### src/logic/serial_flash_opcode_map.vh
// serial flash opcode decoder: opcodes, status bits and timing counts
// assumes a single system clock that samples the host link pins
`ifndef SERIAL_FLASH_OPCODE_MAP_VH
`define SERIAL_FLASH_OPCODE_MAP_VH
`define OP_WRITE_EN 8'h06
`define OP_VOL_WRITE_EN 8'h50
`define OP_WRITE_DIS 8'h04
`define OP_READ_STATUS 8'h05
`define OP_WRITE_STATUS 8'h01
`define OP_READ 8'h03
`define OP_FAST_READ 8'h0b
`define OP_DUAL_OUT 8'h3b
`define OP_DUAL_IO 8'hbb
`define OP_PROGRAM 8'h02
`define OP_ERASE_4K 8'h20
`define OP_ERASE_32K 8'h52
`define OP_ERASE_64K 8'hd8
`define OP_CHIP_ERASE_A 8'hc7
`define OP_CHIP_ERASE_B 8'h60
`define OP_POWER_DOWN 8'hb9
`define OP_WAKE_ID 8'hab
`define OP_MAKER_ID 8'h90
`define OP_MAKER_ID_DUAL 8'h92
`define OP_JEDEC_ID 8'h9f
`define OP_UNIQUE_ID 8'h4b
`define ST_BUSY_BIT 0
`define ST_WEL_BIT 1
`define ST_PROT_MASK 8'hac
`define BUSY_TIME_NS 1000
`define CLK_PERIOD_NS 4
`define BUSY_CYCLES (`BUSY_TIME_NS / `CLK_PERIOD_NS)
`endif

### src/logic/serial_flash_opcode_decoder.v
// serial flash opcode decoder: decodes host instructions, returns status/id/data
// assumes host link pins are asynchronous and sampled by i_sys_clk (link clock <= ~1/8 rate)
`timescale 1ns/1ps
`default_nettype none
`include "serial_flash_opcode_map.vh"
module serial_flash_opcode_decoder #(
  parameter [7:0] MAKER_ID = 8'h5a, // arbitrary value
  parameter [7:0] PART_ID = 8'h3c, // arbitrary value
  parameter [15:0] JEDEC_PART = 16'h4d_21, // arbitrary value
  parameter [63:0] UNIQUE_ID = 64'h0123_4567_89ab_cdef, // arbitrary value
  parameter integer BUSY_CYCLES = `BUSY_CYCLES
) (
  input wire i_sys_clk, // system clock
  input wire i_rst, // async reset, high
  input wire i_sel_n, // host select, low active
  input wire i_sclk, // host serial clock
  input wire i_serial_in_pin, // host data / dual_line_zero input
  input wire i_dual_line_one, // dual line one input
  output reg o_serial_out_pin, // single output / dual line one out
  output reg o_out_oe, // output line drive enable
  output reg o_dual_line_zero, // dual line zero out
  output reg o_dual_zero_oe, // dual line zero drive enable
  output wire o_data_valid, // array data byte request valid
  output wire [23:0] o_data_addr, // array byte address
  input wire i_data_ready, // array accepts address
  input wire i_rd_valid, // array read byte valid
  input wire [7:0] i_rd_data, // array read byte
  output wire o_rd_ready, // buffer has room
  output reg o_prog_valid, // program byte pulse
  output reg [7:0] o_prog_data, // program byte
  output reg o_busy // internal cycle running
);
  // ----------------------------------------------------------------
  // pin synchronisers and edge detection
  // ----------------------------------------------------------------
  reg [1:0] sel_sync_reg, clk_sync_reg, d0_sync_reg, d1_sync_reg;
  reg clk_last_reg;
  always @(posedge i_sys_clk or posedge i_rst) begin
    if (i_rst) begin
      sel_sync_reg <= 2'b11;
      clk_sync_reg <= 2'b00;
      d0_sync_reg <= 2'b00;
      d1_sync_reg <= 2'b00;
      clk_last_reg <= 1'b0;
    end else begin
      sel_sync_reg <= {sel_sync_reg[0], i_sel_n};
      clk_sync_reg <= {clk_sync_reg[0], i_sclk};
      d0_sync_reg <= {d0_sync_reg[0], i_serial_in_pin};
      d1_sync_reg <= {d1_sync_reg[0], i_dual_line_one};
      clk_last_reg <= clk_sync_reg[1];
    end
  end
  wire sel_active = ~sel_sync_reg[1];
  wire rise = sel_active & clk_sync_reg[1] & ~clk_last_reg;
  wire fall = sel_active & ~clk_sync_reg[1] & clk_last_reg;
  // ----------------------------------------------------------------
  // instruction state
  // ----------------------------------------------------------------
  localparam [3:0] S_OPCODE = 4'b0001;
  localparam [3:0] S_FIELD = 4'b0010;
  localparam [3:0] S_REPLY = 4'b0100;
  localparam [3:0] S_IGNORE = 4'b1000;
  reg [3:0] state_reg;
  reg [7:0] op_reg;
  reg [7:0] shift_reg;
  reg [6:0] bit_cnt_reg; // bits (or dual pairs) since field start
  reg [5:0] field_len_reg; // field length in clocks
  reg [23:0] addr_reg;
  reg dual_in_reg;
  reg [63:0] out_reg;
  reg [6:0] out_cnt_reg;
  reg sel_was_reg;
  reg write_latch_flag_reg, vol_en_reg, power_down_reg, wr_pending_reg;
  reg [7:0] prot_reg;
  reg [7:0] status_next;
  reg [15:0] busy_cnt_reg;
  reg [1:0] pend_kind_reg; // 0 none 1 status write 2 erase/program
  // ----------------------------------------------------------------
  // two-entry read buffer
  // ----------------------------------------------------------------
  reg [7:0] buf_mem [0:1];
  reg buf_wr_reg, buf_rd_reg;
  reg [1:0] buf_cnt_reg;
  wire buf_pop;
  assign o_rd_ready = (buf_cnt_reg != 2'd2);
  always @(posedge i_sys_clk or posedge i_rst) begin
    if (i_rst) begin
      buf_wr_reg <= 1'b0;
      buf_rd_reg <= 1'b0;
      buf_cnt_reg <= 2'd0;
    end else if (sel_sync_reg[1]) begin
      buf_wr_reg <= 1'b0;
      buf_rd_reg <= 1'b0;
      buf_cnt_reg <= 2'd0;
    end else begin
      if (i_rd_valid && o_rd_ready) begin
        buf_mem[buf_wr_reg] <= i_rd_data;
        buf_wr_reg <= ~buf_wr_reg;
      end
      if (buf_pop) buf_rd_reg <= ~buf_rd_reg;
      buf_cnt_reg <= buf_cnt_reg + {1'b0, (i_rd_valid && o_rd_ready)} - {1'b0, buf_pop};
    end
  end
  wire is_stream = (op_reg == `OP_READ) || (op_reg == `OP_FAST_READ) || (op_reg == `OP_DUAL_OUT);
  wire is_dual_out = (op_reg == `OP_DUAL_OUT) || (op_reg == `OP_MAKER_ID_DUAL);
  // address requests run ahead; the buffer absorbs up to two in flight
  reg [1:0] req_cnt_reg;
  reg req_on_reg, req_hold_reg;
  // a request once shown is held through deselect until the array takes it
  assign o_data_valid = req_hold_reg ||
    (req_on_reg && ({1'b0, req_cnt_reg} + {1'b0, buf_cnt_reg} < 3'd2) && sel_active);
  assign o_data_addr = addr_reg;
  wire req_take = o_data_valid && i_data_ready;
  wire byte_edge = fall && (state_reg == S_REPLY) &&
    (out_cnt_reg == (is_dual_out ? 7'd3 : 7'd7));
  // stream bytes load on the fall that sends their top bit, not one fall late
  wire byte_start = fall && (state_reg == S_REPLY) && is_stream && (out_cnt_reg == 7'd0);
  wire [63:0] out_word = byte_start ? {((buf_cnt_reg != 2'd0) ? buf_mem[buf_rd_reg] : 8'h00), 56'h0} : out_reg;
  assign buf_pop = byte_start && (buf_cnt_reg != 2'd0);
  always @* begin
    status_next = prot_reg & `ST_PROT_MASK;
    status_next[`ST_BUSY_BIT] = o_busy;
    status_next[`ST_WEL_BIT] = write_latch_flag_reg;
  end
  // field length in clocks after the opcode
  function [5:0] field_clocks;
    input [7:0] op;
    begin
      case (op)
        `OP_READ, `OP_PROGRAM, `OP_ERASE_4K, `OP_ERASE_32K, `OP_ERASE_64K, `OP_WAKE_ID, `OP_MAKER_ID: field_clocks = 6'd24;
        `OP_FAST_READ, `OP_DUAL_OUT, `OP_UNIQUE_ID: field_clocks = (op == `OP_UNIQUE_ID) ? 6'd32 : 6'd32;
        `OP_MAKER_ID_DUAL, `OP_DUAL_IO: field_clocks = 6'd16;
        `OP_WRITE_STATUS: field_clocks = 6'd8;
        default: field_clocks = 6'd0;
      endcase
    end
  endfunction
  // ----------------------------------------------------------------
  // main decoder
  // ----------------------------------------------------------------
  wire [7:0] op_now = {shift_reg[6:0], d0_sync_reg[1]};
  always @(posedge i_sys_clk or posedge i_rst) begin
    if (i_rst) begin
      state_reg <= S_OPCODE;
      op_reg <= 8'h00;
      shift_reg <= 8'h00;
      bit_cnt_reg <= 7'd0;
      field_len_reg <= 6'd0;
      addr_reg <= 24'h00_0000;
      dual_in_reg <= 1'b0;
      out_reg <= 64'h0;
      out_cnt_reg <= 7'd0;
      sel_was_reg <= 1'b0;
      write_latch_flag_reg <= 1'b0;
      vol_en_reg <= 1'b0;
      power_down_reg <= 1'b0;
      wr_pending_reg <= 1'b0;
      prot_reg <= 8'h00;
      busy_cnt_reg <= 16'h0000;
      pend_kind_reg <= 2'd0;
      o_busy <= 1'b0;
      o_prog_valid <= 1'b0;
      o_prog_data <= 8'h00;
      o_serial_out_pin <= 1'b0;
      o_out_oe <= 1'b0;
      o_dual_line_zero <= 1'b0;
      o_dual_zero_oe <= 1'b0;
      req_on_reg <= 1'b0;
      req_cnt_reg <= 2'd0;
      req_hold_reg <= 1'b0;
    end else begin
      o_prog_valid <= 1'b0;
      req_hold_reg <= o_data_valid && !i_data_ready;
      sel_was_reg <= sel_active;
      if (req_take) begin
        addr_reg <= addr_reg + 24'd1;
      end
      req_cnt_reg <= req_cnt_reg + {1'b0, req_take} - {1'b0, i_rd_valid && o_rd_ready && req_cnt_reg != 2'd0};
      if (o_busy) begin
        if (busy_cnt_reg == 16'd0) begin
          o_busy <= 1'b0;
          write_latch_flag_reg <= 1'b0;
        end else begin
          busy_cnt_reg <= busy_cnt_reg - 16'd1;
        end
      end
      if (!sel_active) begin
        if (sel_was_reg && state_reg != S_IGNORE && bit_cnt_reg[2:0] == 3'd0) begin
          case (op_reg)
            `OP_WRITE_EN: write_latch_flag_reg <= 1'b1;
            `OP_VOL_WRITE_EN: vol_en_reg <= 1'b1;
            `OP_WRITE_DIS: begin
              write_latch_flag_reg <= 1'b0;
              vol_en_reg <= 1'b0;
            end
            `OP_POWER_DOWN: power_down_reg <= 1'b1;
            default: begin
              if (wr_pending_reg) begin
                if (vol_en_reg && op_reg == `OP_WRITE_STATUS) begin
                  vol_en_reg <= 1'b0;
                end else begin
                  o_busy <= 1'b1;
                  busy_cnt_reg <= BUSY_CYCLES[15:0];
                end
              end
            end
          endcase
        end
        wr_pending_reg <= 1'b0;
        state_reg <= S_OPCODE;
        bit_cnt_reg <= 7'd0;
        op_reg <= 8'h00;
        req_on_reg <= 1'b0;
        req_cnt_reg <= 2'd0;
        o_out_oe <= 1'b0;
        o_dual_zero_oe <= 1'b0;
      end else if (rise) begin
        shift_reg <= dual_in_reg ? {shift_reg[5:0], d1_sync_reg[1], d0_sync_reg[1]} : op_now;
        bit_cnt_reg <= bit_cnt_reg + 7'd1;
        case (state_reg)
          S_OPCODE: begin
            if (bit_cnt_reg == 7'd7) begin
              op_reg <= op_now;
              bit_cnt_reg <= 7'd0;
              field_len_reg <= field_clocks(op_now);
              dual_in_reg <= (op_now == `OP_MAKER_ID_DUAL) || (op_now == `OP_DUAL_IO);
              if ((o_busy && op_now != `OP_READ_STATUS) || (power_down_reg && op_now != `OP_WAKE_ID)) begin
                state_reg <= S_IGNORE;
              end else if (op_now == `OP_READ_STATUS) begin
                state_reg <= S_REPLY;
                out_reg <= {status_next, 56'h0};
                out_cnt_reg <= 7'd0;
              end else if (op_now == `OP_JEDEC_ID) begin
                state_reg <= S_REPLY;
                out_reg <= {MAKER_ID, JEDEC_PART, 40'h0};
                out_cnt_reg <= 7'd0;
              end else if (field_clocks(op_now) != 6'd0) begin
                state_reg <= S_FIELD;
              end else begin
                case (op_now)
                  `OP_WRITE_EN, `OP_VOL_WRITE_EN, `OP_WRITE_DIS, `OP_POWER_DOWN: state_reg <= S_FIELD;
                  `OP_CHIP_ERASE_A, `OP_CHIP_ERASE_B: begin
                    state_reg <= S_FIELD;
                    wr_pending_reg <= write_latch_flag_reg;
                  end
                  default: state_reg <= S_IGNORE;
                endcase
              end
            end
          end
          S_FIELD: begin
            if (field_len_reg != 6'd0 && bit_cnt_reg[5:0] == field_len_reg - 6'd1) begin
              dual_in_reg <= 1'b0;
              bit_cnt_reg <= 7'd0;
              field_len_reg <= 6'd0;
              out_cnt_reg <= 7'd0;
              case (op_reg)
                `OP_ERASE_4K, `OP_ERASE_32K, `OP_ERASE_64K: wr_pending_reg <= write_latch_flag_reg;
                `OP_WRITE_STATUS: begin
                  if (write_latch_flag_reg || vol_en_reg) begin
                    prot_reg <= op_now & `ST_PROT_MASK;
                    wr_pending_reg <= 1'b1;
                  end
                end
                `OP_PROGRAM: wr_pending_reg <= write_latch_flag_reg;
                `OP_WAKE_ID: begin
                  power_down_reg <= 1'b0;
                  state_reg <= S_REPLY;
                  out_reg <= {PART_ID, 56'h0};
                end
                `OP_MAKER_ID: begin
                  state_reg <= S_REPLY;
                  out_reg <= {MAKER_ID, PART_ID, 48'h0};
                end
                `OP_MAKER_ID_DUAL: begin
                  state_reg <= S_REPLY;
                  out_reg <= {MAKER_ID, PART_ID, 48'h0};
                end
                `OP_UNIQUE_ID: begin
                  state_reg <= S_REPLY;
                  out_reg <= UNIQUE_ID;
                end
                `OP_READ, `OP_FAST_READ, `OP_DUAL_OUT: begin
                  state_reg <= S_REPLY;
                  req_on_reg <= 1'b1;
                end
                default: state_reg <= S_IGNORE;
              endcase
            end else if (field_len_reg == 6'd0 && op_reg == `OP_PROGRAM && bit_cnt_reg[2:0] == 3'd7) begin
              o_prog_valid <= 1'b1;
              o_prog_data <= op_now;
            end
            if (bit_cnt_reg < 7'd24 && op_reg != `OP_WRITE_STATUS && field_len_reg != 6'd0 && !dual_in_reg) begin
              addr_reg <= {addr_reg[22:0], d0_sync_reg[1]};
            end else if (dual_in_reg && bit_cnt_reg < 7'd12) begin
              addr_reg <= {addr_reg[21:0], d1_sync_reg[1], d0_sync_reg[1]};
            end
          end
          default: begin
          end
        endcase
      end else if (fall && state_reg == S_REPLY) begin
        o_serial_out_pin <= out_word[63];
        if (is_dual_out) begin
          o_dual_line_zero <= out_word[62];
          o_dual_zero_oe <= 1'b1;
          out_reg <= {out_word[61:0], 2'b00};
        end else begin
          out_reg <= {out_word[62:0], 1'b0};
        end
        o_out_oe <= 1'b1;
        out_cnt_reg <= out_cnt_reg + 7'd1;
        if (byte_edge) begin
          out_cnt_reg <= 7'd0;
          if (op_reg == `OP_READ_STATUS) begin
            out_reg <= {status_next, 56'h0};
          end else if (op_reg == `OP_WAKE_ID) begin
            out_reg <= {PART_ID, 56'h0};
          end
        end
      end
    end
  end
endmodule // serial_flash_opcode_decoder
`default_nettype wire

### config.mk
export PLATFORM = sky130hd
export DESIGN_NAME = serial_flash_opcode_decoder
export DESIGN_NICKNAME = d
export VERILOG_FILES = /design/src/logic/serial_flash_opcode_decoder.v
export VERILOG_INCLUDE_DIRS = /design/src /design/src/logic
export SDC_FILE = /design/constraint.sdc
export NUM_CORES = 1
export LEC_CHECK = 0
export ABC_AREA = 1
export BUFFER_PORTS_ARGS = -buffer_cell sky130_fd_sc_hd__buf_2
export CAP_MARGIN = 10
export CORE_MARGIN = 2
export CORE_UTILIZATION = 25
export DETAILED_ROUTE_END_ITERATION = 16
export PLACE_DENSITY = 0.47
export SLEW_MARGIN = 20
export SYNTH_ARGS = -nofsm -noshare
export SYNTH_HDL_FRONTEND = slang
export SYNTH_SLANG_ARGS = --single-unit
### constraint.sdc
create_clock -name i_sys_clk -period 9.1 [get_ports i_sys_clk]
set_input_delay 1.365 -clock i_sys_clk [delete_from_list [all_inputs] [get_ports i_sys_clk]]
set_output_delay 1.365 -clock i_sys_clk [all_outputs]
set_load 0.05 [all_outputs]
# Yosys cells after proc, flatten, opt, wreduce, memory -nomap -nowiden

Memories as Yosys holds them, arrays and structs flattened.
Cells that the tools add are included.

Muxes and demuxes: 133
Order comparisons: 3
Bitwise gates (word level): 12
Equal/unequal tests: 71
Add/sub/neg operators: 10
Reductions and logical operators: 86

Operator list:

| operator              | count |
|---|---|
| $mux 64               | 12 |
| $pmux 64 s3           | 1 |
| $mux 24               | 6 |
| $pmux 64 s2           | 1 |
| $mux 16               | 7 |
| $eq 8x8->1 const B    | 13 |
| $mux 7                | 13 |
| $eq 8x7->1 const B    | 7 |
| $mux 1                | 56 |
| $mux 6                | 9 |
| $eq 8x3->1 const B    | 6 |
| $mux 8                | 5 |
| $mux 4                | 9 |
| $ne 3x3->1 const B    | 11 |
| $eq 8x2->1 const B    | 4 |
| $eq 8x6->1 const B    | 4 |
| $reduce_bool 2->1     | 15 |
| $pmux 7 s2            | 2 |
| $add 24x1->24 const B | 1 |
| $logic_and 1x1->1     | 24 |
| $pmux 6 s4            | 1 |
| $reduce_and 5->1      | 4 |
| $eq 8x1->1 const B    | 2 |
| $eq 8x4->1 const B    | 2 |
| other kinds (53)      | 100 |

Output and inout bits: 40
Memories kept: 1
Register bits after elaboration: 184
Memory bits (writable): 16
Input bits: 16

Memory list:

| name    | depth | bits a word | read ports | clocked after Yosys merged registers in | wr ports | RTL line                         | text |
|---|---|---|---|---|---|---|---|
| buf_mem | 2     | 8           | 1          | 0                                       | 1        | serial_flash_opcode_decoder.v:81 | `reg [7:0] buf_mem [0:1];` |

# Longest topological paths before layout

Gate-level depths: netlist (run 1).

Word-level depth: 19
Gate-level depth with buffers: 16

# Least setup slack after synthesis (run 1)

Ideal clock, no wire load.

Path kind: register -> output
Start: reg buf_cnt_reg[0]
End: out o_data_valid
Path slack: 6.292 ns
Required time: 7.735 ns
Data arrival time: 1.443 ns
Cell stages (with the launch flop): 7
Buffers on the path: 0
Path through: dfrtp_1 nand2_1 inv_1 fa_1 nor2_1 nand3_1 nand2_1

Cells in the longest elaborated chain, start to end: 5

RTL lines:

| element                        | RTL line                          | text |
|---|---|---|
| from (decl)                    | serial_flash_opcode_decoder.v:83  | `reg [1:0] buf_cnt_reg;` |
| from (signal assigned)         | serial_flash_opcode_decoder.v:101 | `buf_cnt_reg <= buf_cnt_reg + {1'b0, (i_rd_valid && o_rd_ready)} - {1'b0, buf_pop};` |
| $add 2x2->3                    | serial_flash_opcode_decoder.v:111 | `(req_on_reg && ({1'b0, req_cnt_reg} + {1'b0, buf_cnt_reg} < 3'd2) && sel_active);` |
| $lt 3x2->1                     | serial_flash_opcode_decoder.v:111 |  |
| $logic_and 1x1->1 (2 in a row) | serial_flash_opcode_decoder.v:111 |  |
| $logic_or 1x1->1               | serial_flash_opcode_decoder.v:110 | `assign o_data_valid = req_hold_reg \|\|` |
| to (decl)                      | serial_flash_opcode_decoder.v:23  | `output wire o_data_valid,` |

Every way passes these cells.

# Worst setup path after layout (run 1)

Start: reg sel_sync_reg[1]
End: reg out_reg[54]

Cells in the longest elaborated chain, start to end: 13

RTL lines:

| element                        | RTL line                                                                                                | text |
|---|---|---|
| from (decl)                    | serial_flash_opcode_decoder.v:36                                                                        | `reg [1:0] sel_sync_reg, clk_sync_reg, d0_sync_reg, d1_sync_reg;` |
| from (signal assigned)         | serial_flash_opcode_decoder.v:46                                                                        | `sel_sync_reg <= {sel_sync_reg[0], i_sel_n};` |
| $not 1->1 (no source line) (*) | -                                                                                                       |  |
| $and 1x1->1 (2 in a row)       | serial_flash_opcode_decoder.v:55                                                                        | `wire fall = sel_active & ~clk_sync_reg[1] & clk_last_reg;` |
| $logic_and 1x1->1              | serial_flash_opcode_decoder.v:114, serial_flash_opcode_decoder.v:117, serial_flash_opcode_decoder.v:302 |  |
| $logic_and 1x1->1 (2 in a row) | serial_flash_opcode_decoder.v:117                                                                       | `wire byte_start = fall && (state_reg == S_REPLY) && is_stream && (out_cnt_reg == 7'd0);` |
| $mux 64                        | serial_flash_opcode_decoder.v:118                                                                       | `wire [63:0] out_word = byte_start ? {((buf_cnt_reg != 2'd0) ? buf_mem[buf_rd_reg] : 8'h00), 56'h0} : out_reg;` |
| $mux 64                        | serial_flash_opcode_decoder.v:304                                                                       | `if (is_dual_out) begin` |
| $mux 64                        | serial_flash_opcode_decoder.v:317                                                                       | `` end else if (op_reg == `OP_WAKE_ID) begin `` |
| $mux 64                        | serial_flash_opcode_decoder.v:315                                                                       | `` if (op_reg == `OP_READ_STATUS) begin `` |
| $mux 64                        | serial_flash_opcode_decoder.v:313                                                                       | `if (byte_edge) begin` |
| $mux 64                        | serial_flash_opcode_decoder.v:302                                                                       | `end else if (fall && state_reg == S_REPLY) begin` |
| $mux 64                        | serial_flash_opcode_decoder.v:217                                                                       | `end else if (rise) begin` |
| to (signal assigned)           | serial_flash_opcode_decoder.v:307                                                                       | `out_reg <= {out_word[61:0], 2'b00};` |
| to (signal assigned)           | serial_flash_opcode_decoder.v:316                                                                       | `out_reg <= {status_next, 56'h0};` |
| to (signal assigned)           | serial_flash_opcode_decoder.v:318                                                                       | `out_reg <= {PART_ID, 56'h0};` |
| to (decl)                      | serial_flash_opcode_decoder.v:70                                                                        | `reg [63:0] out_reg;` |

Mark *: on every way between the ends. The rest lies on a longest branch, timed or not. The select of a mux whose other input is x is not followed.
A chain may end at the register's enable or synchronous reset.

==> flow_metrics.tcl, run 1 <==
set metrics [dict create \
    netlist_top_cells_area "dfrtp_1, nand2_1, nor2_1" \
    mostFrequentLayoutCell "nand2_1" \
    r2r_slack_ps 5140 \
    clkTransAtPathRegs_ps 80 \
    place_ws_ps 5150 \
    r2r-start "sel_sync_reg[1]" \
    end_kind "flip-flop" \
    clock-sinks 197 \
    worst_pin_slew_ps 960 \
    hold_path_depth 0 \
    core_mm2 0.0464 \
    crit_type "flip-flop to flip-flop" \
    hold-path-endpoint "d1_sync_reg[1]" \
    start_util_pct 25.2 \
    synth_top_area_share_pct 38.1 \
    synthCells 1655 \
    htree_levels 4 \
    avgSynthCellArea_um2 7.07 \
    tritoncts "yes" \
    grt_pass1_wl_um 53900 \
    final.setup_skew_ps 13.2 \
    drive_above_1_share_pct 7.90 \
    vias_per_cell 4.60 \
    clk_latency_ps 460 \
    peakVddDrop_mv 0.116 \
    final_nets 1702 \
    routedWlPerCell_um 14.2 \
    crit_fanout 58 \
    fin_util_pct 28.1 \
    n_fill_cell 5077 \
    largest_reg_flops 64 \
    drt_wl_total_um 32400 \
    setup_violations 0 \
    reg2reg_depth 13 \
    slew_headroom_pct 36.0 \
    ys_types 49 \
    die_area_mm2 0.0485 \
    synth_nets 1686 \
    timing.final.ws_setup_ps 5140 \
    hold_viol_final 0 \
    route.detailed.drc 0 \
    num_vias 10500 \
    min_from "d1_sync_reg[0]" \
    antenna_found_initial 3 \
    ys_seq_elements 197 \
    rows 79 \
    status "finished, final reports clean" \
    pwr_density_cell_mw_per_mm2 230 \
    synth-warning-count 0 \
    num_antenna_cells 0 \
    grt_pass1_vias 10300 \
    multiInputGateArea_mm2 0.00568 \
    worstPathRequired_ps 9480 \
    synthFlopType "dfrtp_1" \
    fin_crit_sh_pct 43.6 \
    cts-root-buf "clkbuf_16" \
    die_w_um 220 \
    cts-resized-gates 0 \
    die_y_um 220 \
    final_cell_mix "nand2_1, nor2_1, dfrtp_1" \
    ant_nets 0 \
    dp_hpwl_um 22200 \
    grt_max_degree 113 \
    critPathLaunch "sel_sync_reg[1]" \
    hp-class "flip-flop to flip-flop" \
    syn2layout_area_growth_pct 11.5 \
    grt_use_total_pct 14.0 \
    cts-hold-fix-buffers 0 \
    critPathLaunchType "flip-flop" \
    clock.fmax_mhz 252 \
    maxSlewViolCount 0 \
    overflow 0 \
    portBuffers 55 \
    io_pins 56 \
    regArea_mm2 0.00501 \
    leakagePower_nw 6.25 \
    drtPass1Iterations 5 \
    finalPower_mw 3.00 \
    cts_setup_buffers 0 \
    cts_buffers 17 \
    async_reset_ff_share_pct 91.9 \
    yosysSeqAreaShare_pct 42.9 \
    cp_data_arrival_time_ps 4350 \
    rsz0062_at_grt "false" \
    gp_congestion 0.864 \
    drtIter0Drc 722 \
    clock_path_buffers 2 \
    synth_top_area_cell "dfrtp_1" \
    r2r_end "out_reg[54]" \
    synth_area_mm2 0.0117 \
    fin_crit_ps 3960 \
    tns_ps 0 \
    synth_edf_count 16 \
    drv_cap 0 \
]
==> how the worst max path moves through the flow <==
stage,endpoint,slack [ps],cells after the start
after global placement,out_reg[0],5310,9
after global routing,out_reg[14],4790,13
after floorplan,bit_cnt_reg[0],2820,1
final,out_reg[54],5140,13
after detailed placement,out_reg[52],5150,13
after CTS,out_reg[52],5140,13
==> kinds of logic after synthesis <==
logic type               Yosys count  synth area share, %
XOR/XNOR                          35                 2.62
adder cells (fa/ha/maj)           15                 1.67
AND/OR/NAND/NOR                  905                 32.1
buffers and inverters            241                 8.63
AO/OA/AOI/OAI                    261                 12.0
multiplexers                       1               0.0856
flip-flops                       197                 42.9
==> Yosys cell counts, types with 7 or more instances <==
library cell / n
nand2_1: 453
nand4_1: 21
a21oi_1: 41
o22ai_1: 17
ha_1: 14
o211ai_1: 10
o21ai_0: 146
edfxtp_1: 16
nor2_1: 258
nand3_1: 111
dfrtp_1: 178
nor2_2: 7
o21ai_1: 30
buf_2: 20
xor2_1: 29
clkbuf_1: 22
nor3_1: 32
inv_1: 163
buf_4: 12
inv_2: 10
==> where the power goes <==
part | switching [mW] | total, mW | internal [mW]
clock | 0.377 | 0.790 | 0.414
sequential | 0.157 | 1.23 | 1.07
combinational | 0.647 | 0.977 | 0.331
total | 1.18 | 3.00 | 1.82
==> area by class of cell <==
type,count,share of cell area (%)
multi-input cells,1217,43.5
flip-flops and latches,197,38.4
inverters,176,5.14
repair buffers,62,2.51
clock inverters,15,1.32
well taps,607,5.82
clock buffers,17,3.26
==> critical path, stage by stage, from the launching register on <==
cell and delay [ps]:
dfstp_2 750, inv_2 230, nand2_1 640, inv_2 410
nand2_1 170, nor2_1 60, nand2_1 70, nand2_1 50
nor2_1 200, nand2_2 70, buf_4 290, inv_2 650
nor2_1 80, a21oi_1 140
==> stage by stage <==
stage	area, µm²	cells	hold slack, ps
after floorplan	11700	1655	331
after global placement	12400	2259	337
after detailed placement	12400	2259	336
after CTS	13000	2291	353
after global routing	13000	2291	369
final	13000	2291	349
==> layer usage <==
layer / track usage (%) / part of all wire [%]
met5: 0 / 0.096
met4: 3.69 / 0.99
met3: 2.96 / 3.6
met2: 22.8 / 46
met1: 18.8 / 49
No activity file was read; power rests on OpenSTA's default activity.
==> run 2, diff against run 1 <==
PLACE_DENSITY = 0.49   (was 0.47)
clock period = 3.5 ns   (was 9.1 ns; I/O delays follow)
==> flow_metrics.tcl, run 2 (synthesis results as in run 1) <==
set metrics [dict create \
    gp_congestion 0.874 \
    rsz0062_at_grt "false" \
    cts-root-buf "clkbuf_16" \
    status "finished, final reports clean" \
    setup_violations 0 \
    io_pins 56 \
    post_dp_cell_area_mm2 0.0126 \
    portBuffers 55 \
    final_nets 1711 \
    cpLargestDelayFamily "simple AND/OR/NAND/NOR gates" \
    crit_buf_inv 1 \
    die_w_um 220 \
    reg2reg_depth 10 \
    n_fill_cell 5072 \
    pwr_density_cell_mw_per_mm2 586 \
    mostFrequentLayoutCell "nand2_1" \
    clkTransAtPathRegs_ps 80 \
    r2r_end "buf_cnt_reg[1]" \
    antenna_found_initial 4 \
    crit_type "flip-flop to flip-flop" \
    regArea_mm2 0.00501 \
    dp_hpwl_um 22600 \
    drive_above_1_share_pct 8.33 \
    fin_crit_sh_pct 79.1 \
    crit_chain "nor2_1, nand2_1, nor2_2, nand2_1, nor4_1, ha_1, inv_1, ha_1, xor2_1, nor2_1" \
    die_y_um 220 \
    leakagePower_nw 6.27 \
    die_area_mm2 0.0485 \
    worst_path_max_delay_cell "nor4_1" \
    finalPower_mw 7.69 \
    cpPeakStageDelay_ps 540 \
    overflow 0 \
    tritoncts "yes" \
    multiInputGateArea_mm2 0.00568 \
    whs_ps 38.8 \
    r2r_slack_ps 730 \
    final_cell_mix "nand2_1, nor2_1, dfrtp_1" \
    hold_viol_final 0 \
    worst_pin_slew_ps 754 \
    num_vias 10600 \
    syn2layout_area_growth_pct 12.1 \
    crit_fanout 14 \
    grt_use_total_pct 14.1 \
    hp-class "primary input to async pin" \
    worstPathRequired_ps 3880 \
    cts-resized-gates 0 \
    fin_area_mm2 0.0131 \
    critPathLaunchType "flip-flop" \
    largest_reg_flops 64 \
    cts_buffers 17 \
    fin_crit_ps 2770 \
    tns_ps 0 \
    core_mm2 0.0464 \
    final.setup_skew_ps 15.3 \
    clock-sinks 197 \
    drv_cap 0 \
    clk_latency_ps 500 \
    slew_headroom_pct 49.5 \
    drt_wl_total_um 32300 \
    routedWlPerCell_um 14.0 \
    drtPass1Iterations 7 \
    maxSlewViolCount 0 \
    rows 79 \
    cts-hold-fix-buffers 0 \
    fin_util_pct 28.3 \
    clock.fmax_mhz 361 \
    cts_setup_buffers 0 \
    end_kind "flip-flop" \
    r2r-start "sel_sync_reg[1]" \
    htree_levels 4 \
    grt_pass1_vias 10100 \
    peakVddDrop_mv 0.277 \
    vias_per_cell 4.59 \
    drtIter0Drc 659 \
    route.detailed.drc 0 \
    grt_pass1_wl_um 53300 \
    clock_path_buffers 2 \
    grt_max_degree 93 \
    start_util_pct 25.2 \
    cp_data_arrival_time_ps 3150 \
    ant_nets 0 \
]
run 2: changes by cell type in the layout (fill, tap and decap cells not counted), sizes merged:
| cell | change |
|---|---|
| buf | +9 |
| bufinv | -2 |
| clkbuf | +2 |
| clkinv | -2 |
| clkinvlp | +2 |
| diode | +1 |
run 2: worst max-delay path by stage:
stage                          from         endpoint  slack, ps  cells past startpoint
floorplan                     i_rst   bit_cnt_reg[0]        650                      1
global placement     buf_cnt_reg[0]  o_data_addr[19]        790                     15
detailed placement  sel_sync_reg[1]   buf_cnt_reg[1]        760                     10
CTS                  buf_cnt_reg[0]  o_data_addr[21]        730                     15
global route              op_reg[4]  o_data_addr[12]        490                     11
finish              sel_sync_reg[1]   buf_cnt_reg[1]        730                     10
run 2: per-layer routing:
| metal | wire (µm) | GRT usage (%) | up-vias |
|---|---|---|---|
| met2 | 14900 | 22.6 | 147 |
| met1 | 15500 | 18.3 | 4999 |
| met5 | 30 | 0 | - |
| met4 | 627 | 5.19 | 4 |
| met3 | 1310 | 3.53 | 37 |
| li1 | - | - | 5371 |
run 2: layout make-up:
class / instances / area share [%]
multi-input combinational: 1217 / 43.3
sequential: 197 / 38.2
tap: 607 / 5.79
inverter: 176 / 5.09
clock buffer: 19 / 3.38
timing repair buffer: 71 / 3.30
clock inverter: 13 / 0.868
antenna: 1 / 0.0191
run 2: through the flow:
step | setup slack, ps | cells
final | 730 | 2301
after global routing | 486 | 2301
after detailed placement | 763 | 2268
after CTS | 733 | 2300
after global placement | 791 | 2268
after floorplan | 655 | 1655
run 2: power by group:
group	total (mW)	internal (mW)	switching [mW]
Clock	1.96	0.950	1.01
Combinational	2.53	0.865	1.66
Sequential	3.20	2.79	0.415
==> run 3, diff against run 2 <==
ABC_AREA = 0   (was 1)
clock period = 2.3 ns   (was 3.5 ns; I/O delays follow)
==> flow_metrics.tcl, run 3 <==
set metrics [dict create \
    tritoncts "yes" \
    gp_congestion 0.782 \
    leakagePower_nw 7.02 \
    cpPeakStageDelay_ps 470 \
    avgSynthCellArea_um2 9.88 \
    switching_share_pct 31.2 \
    end_kind "flip-flop" \
    grt_pass1_vias 9703 \
    synth_nets 1127 \
    timing.final.ws_setup_ps -254 \
    start_util_pct 25.3 \
    die_area_mm2 0.0450 \
    fin_area_mm2 0.0170 \
    num_vias 9661 \
    pwr_density_cell_mw_per_mm2 586 \
    routedWlPerCell_um 16.9 \
    core_mm2 0.0429 \
    crit_type "flip-flop to flip-flop" \
    worstPathRequired_ps 2670 \
    yosysMostFrequentCell "dfrtp_1" \
    hold_viol_final 0 \
    p_clk_share_pct 32.2 \
    finalPower_mw 9.95 \
    clock.fmax_mhz 392 \
    route.detailed.drc 0 \
    cp.depth 10 \
    critPathLaunchType "flip-flop" \
    dp_hpwl_um 20900 \
    die_w_um 212 \
    reg2reg_depth 10 \
    antenna_found_initial 0 \
    final_nets 1444 \
    vias_per_cell 4.80 \
    synth_area_mm2 0.0108 \
    die_y_um 212 \
    final_cell_mix "buf_4, dfrtp_1, nand2_1" \
    clock-sinks 197 \
    clkTransAtPathRegs_ps 90 \
    synthCells 1096 \
    comb_power_share_pct 24.3 \
    yosysSeqAreaShare_pct 46.3 \
    maxSlewViolCount 0 \
    violations "negative setup slack" \
    async_reset_ff_share_pct 91.9 \
    drv_cap 0 \
    dp.cells 1859 \
    crit_fanout 4 \
    largest_reg_flops 64 \
    crit_chain "and2_4, fa_1, nor4b_4, buf_4, o211ai_1, nor3_2, and2_4, nand4_1, xor2_1, a22oi_1" \
    rsz0062_at_grt "true" \
    cts-root-buf "clkbuf_16" \
    overflow 0 \
    setup_violations 96 \
    ys_seq_elements 197 \
    htree_levels 4 \
    clk_latency_ps 460 \
    mostFrequentLayoutCell "buf_4" \
    fin_crit_ps 2550 \
    synth_edf_count 16 \
    synth-warning-count 0 \
    fin_crit_sh_pct 111 \
    fin_cells 2011 \
    drt_wl_total_um 34000 \
    syn2layout_area_growth_pct 56.7 \
    num_antenna_cells 0 \
    ys_types 86 \
    peakVddDrop_mv 0.542 \
    cp_data_arrival_time_ps 2920 \
    worst_path_max_delay_cell "fa_1" \
    grt_use_total_pct 14.7 \
    crit_buf_inv 1 \
    synthFlopType "dfrtp_1" \
    grt_pass1_wl_um 53100 \
    cpLargestDelayFamily "simple AND/OR/NAND/NOR gates" \
    hp-class "primary input to async pin" \
    netlist_top_cells_area "dfrtp_1, mux2i_1, edfxtp_1" \
    drtPass1Iterations 4 \
    post_dp_cell_area_mm2 0.0136 \
    synth_top_area_share_pct 41.1 \
    crit_top_cell "and2_4" \
    grt_max_degree 88 \
    tns_ps -13410 \
    io_pins 56 \
    final.setup_skew_ps 18.5 \
    drtIter0Drc 384 \
    synth_commonest_cells "dfrtp_1, nand2_1, nor2_1, mux2i_1, nor3_1" \
    rows 76 \
    clock_path_buffers 2 \
    ant_nets 0 \
    cts_buffers 17 \
    drive_above_1_share_pct 46.4 \
    portBuffers 55 \
    synth_top_area_cell "dfrtp_1" \
    slew_headroom_pct 60.8 \
    status "complete, but fails checks" \
    switchingPower_mw 3.10 \
    seqPwrFrac_pct 43.6 \
    worst_pin_slew_ps 582 \
    power.internal_mw 6.85 \
]
## run 3: cell types whose count changed in the layout (fill, tap and decap cells not counted), moves of 56 or more
| cell | delta |
|---|---|
| buf_4 | +197 |
| nand2_1 | -347 |
| nor2_1 | -185 |
| o21ai_0 | -128 |
| inv_1 | -148 |
| nand3_1 | -90 |
| buf_6 | +56 |
## run 3: cells by family after synthesis
family / count (synthesis) / share of synthesized area [%]
AND/OR/NAND/NOR: 419 / 19.9
AO/OA/AOI/OAI: 222 / 15.1
flip-flops: 197 / 46.3
buffers and inverters: 102 / 4.10
multiplexers: 94 / 8.99
XOR/XNOR: 47 / 3.80
adder cells (fa/ha/maj): 15 / 1.80
## run 3: worst min-delay path: stages
cell and delay [ps]:
buf_2 130, clkinvlp_4 120, buf_12 320
## run 3: area by class of cell
| cell class | instances | area [µm²] |
|---|---|---|
| clock buffers | 19 | 453 |
| fillers | 4101 | 25900 |
| inverters | 22 | 86.3 |
| repair buffers | 375 | 3610 |
| clock inverters | 13 | 161 |
| multi-input cells | 800 | 6910 |
| flip-flops and latches | 197 | 5020 |
| well taps | 585 | 732 |
## run 3: power by group through the flow
stage          Combinational [mW]  Sequential [mW]  Clock [mW]
6_report                     2.41             4.34        3.20
5_1_grt                      2.63             4.39        3.41
3_5_place_dp                 1.87             4.31           0
2_1_floorplan                1.25             4.29           0
4_1_cts                      2.08             4.25        3.28
3_3_place_gp                 1.84             4.30           0
## run 3: timing repair
action	4_1_cts	5_1_grt
hold buffers	4	0
gates cloned	17	5
setup buffers	65	47
pin swaps	78	101
endpoints found under the hold margin	4	0
setup endpoints to repair	114	127
gates resized for setup	147	186
## run 3: per-stage QoR
stage | hold slack [ps] | util [%] | worst slack, ps
6_report | 36.9 | 39.6 | -254
5_1_grt | 55.6 | 39.6 | -414
4_1_cts | 56.7 | 36.9 | -345
3_5_place_dp | 336 | 31.7 | -272
3_3_place_gp | 334 | 31.7 | -253
2_1_floorplan | 331 | - | -365
## run 3: path summary, 6_finish.rpt
kind,startpoint,end,slack (ps)
min in group i_sys_clk,i_rd_data[4],buf_mem[0][4],70
max,req_cnt_reg[0],o_data_addr[19],-250
max in group asynchronous,i_rst,op_reg[4],1790
min,i_rst,buf_rd_reg,40
max reg2reg,req_cnt_reg[0],o_data_addr[19],-250
min reg2reg,d1_sync_reg[0],d1_sync_reg[1],350
## run 3: layer usage
metal | routed length, µm | track usage, %
met5 | 0 | 0
met4 | 388 | 3.25
met3 | 944 | 2.20
met2 | 17200 | 25.4
met1 | 15400 | 19.4
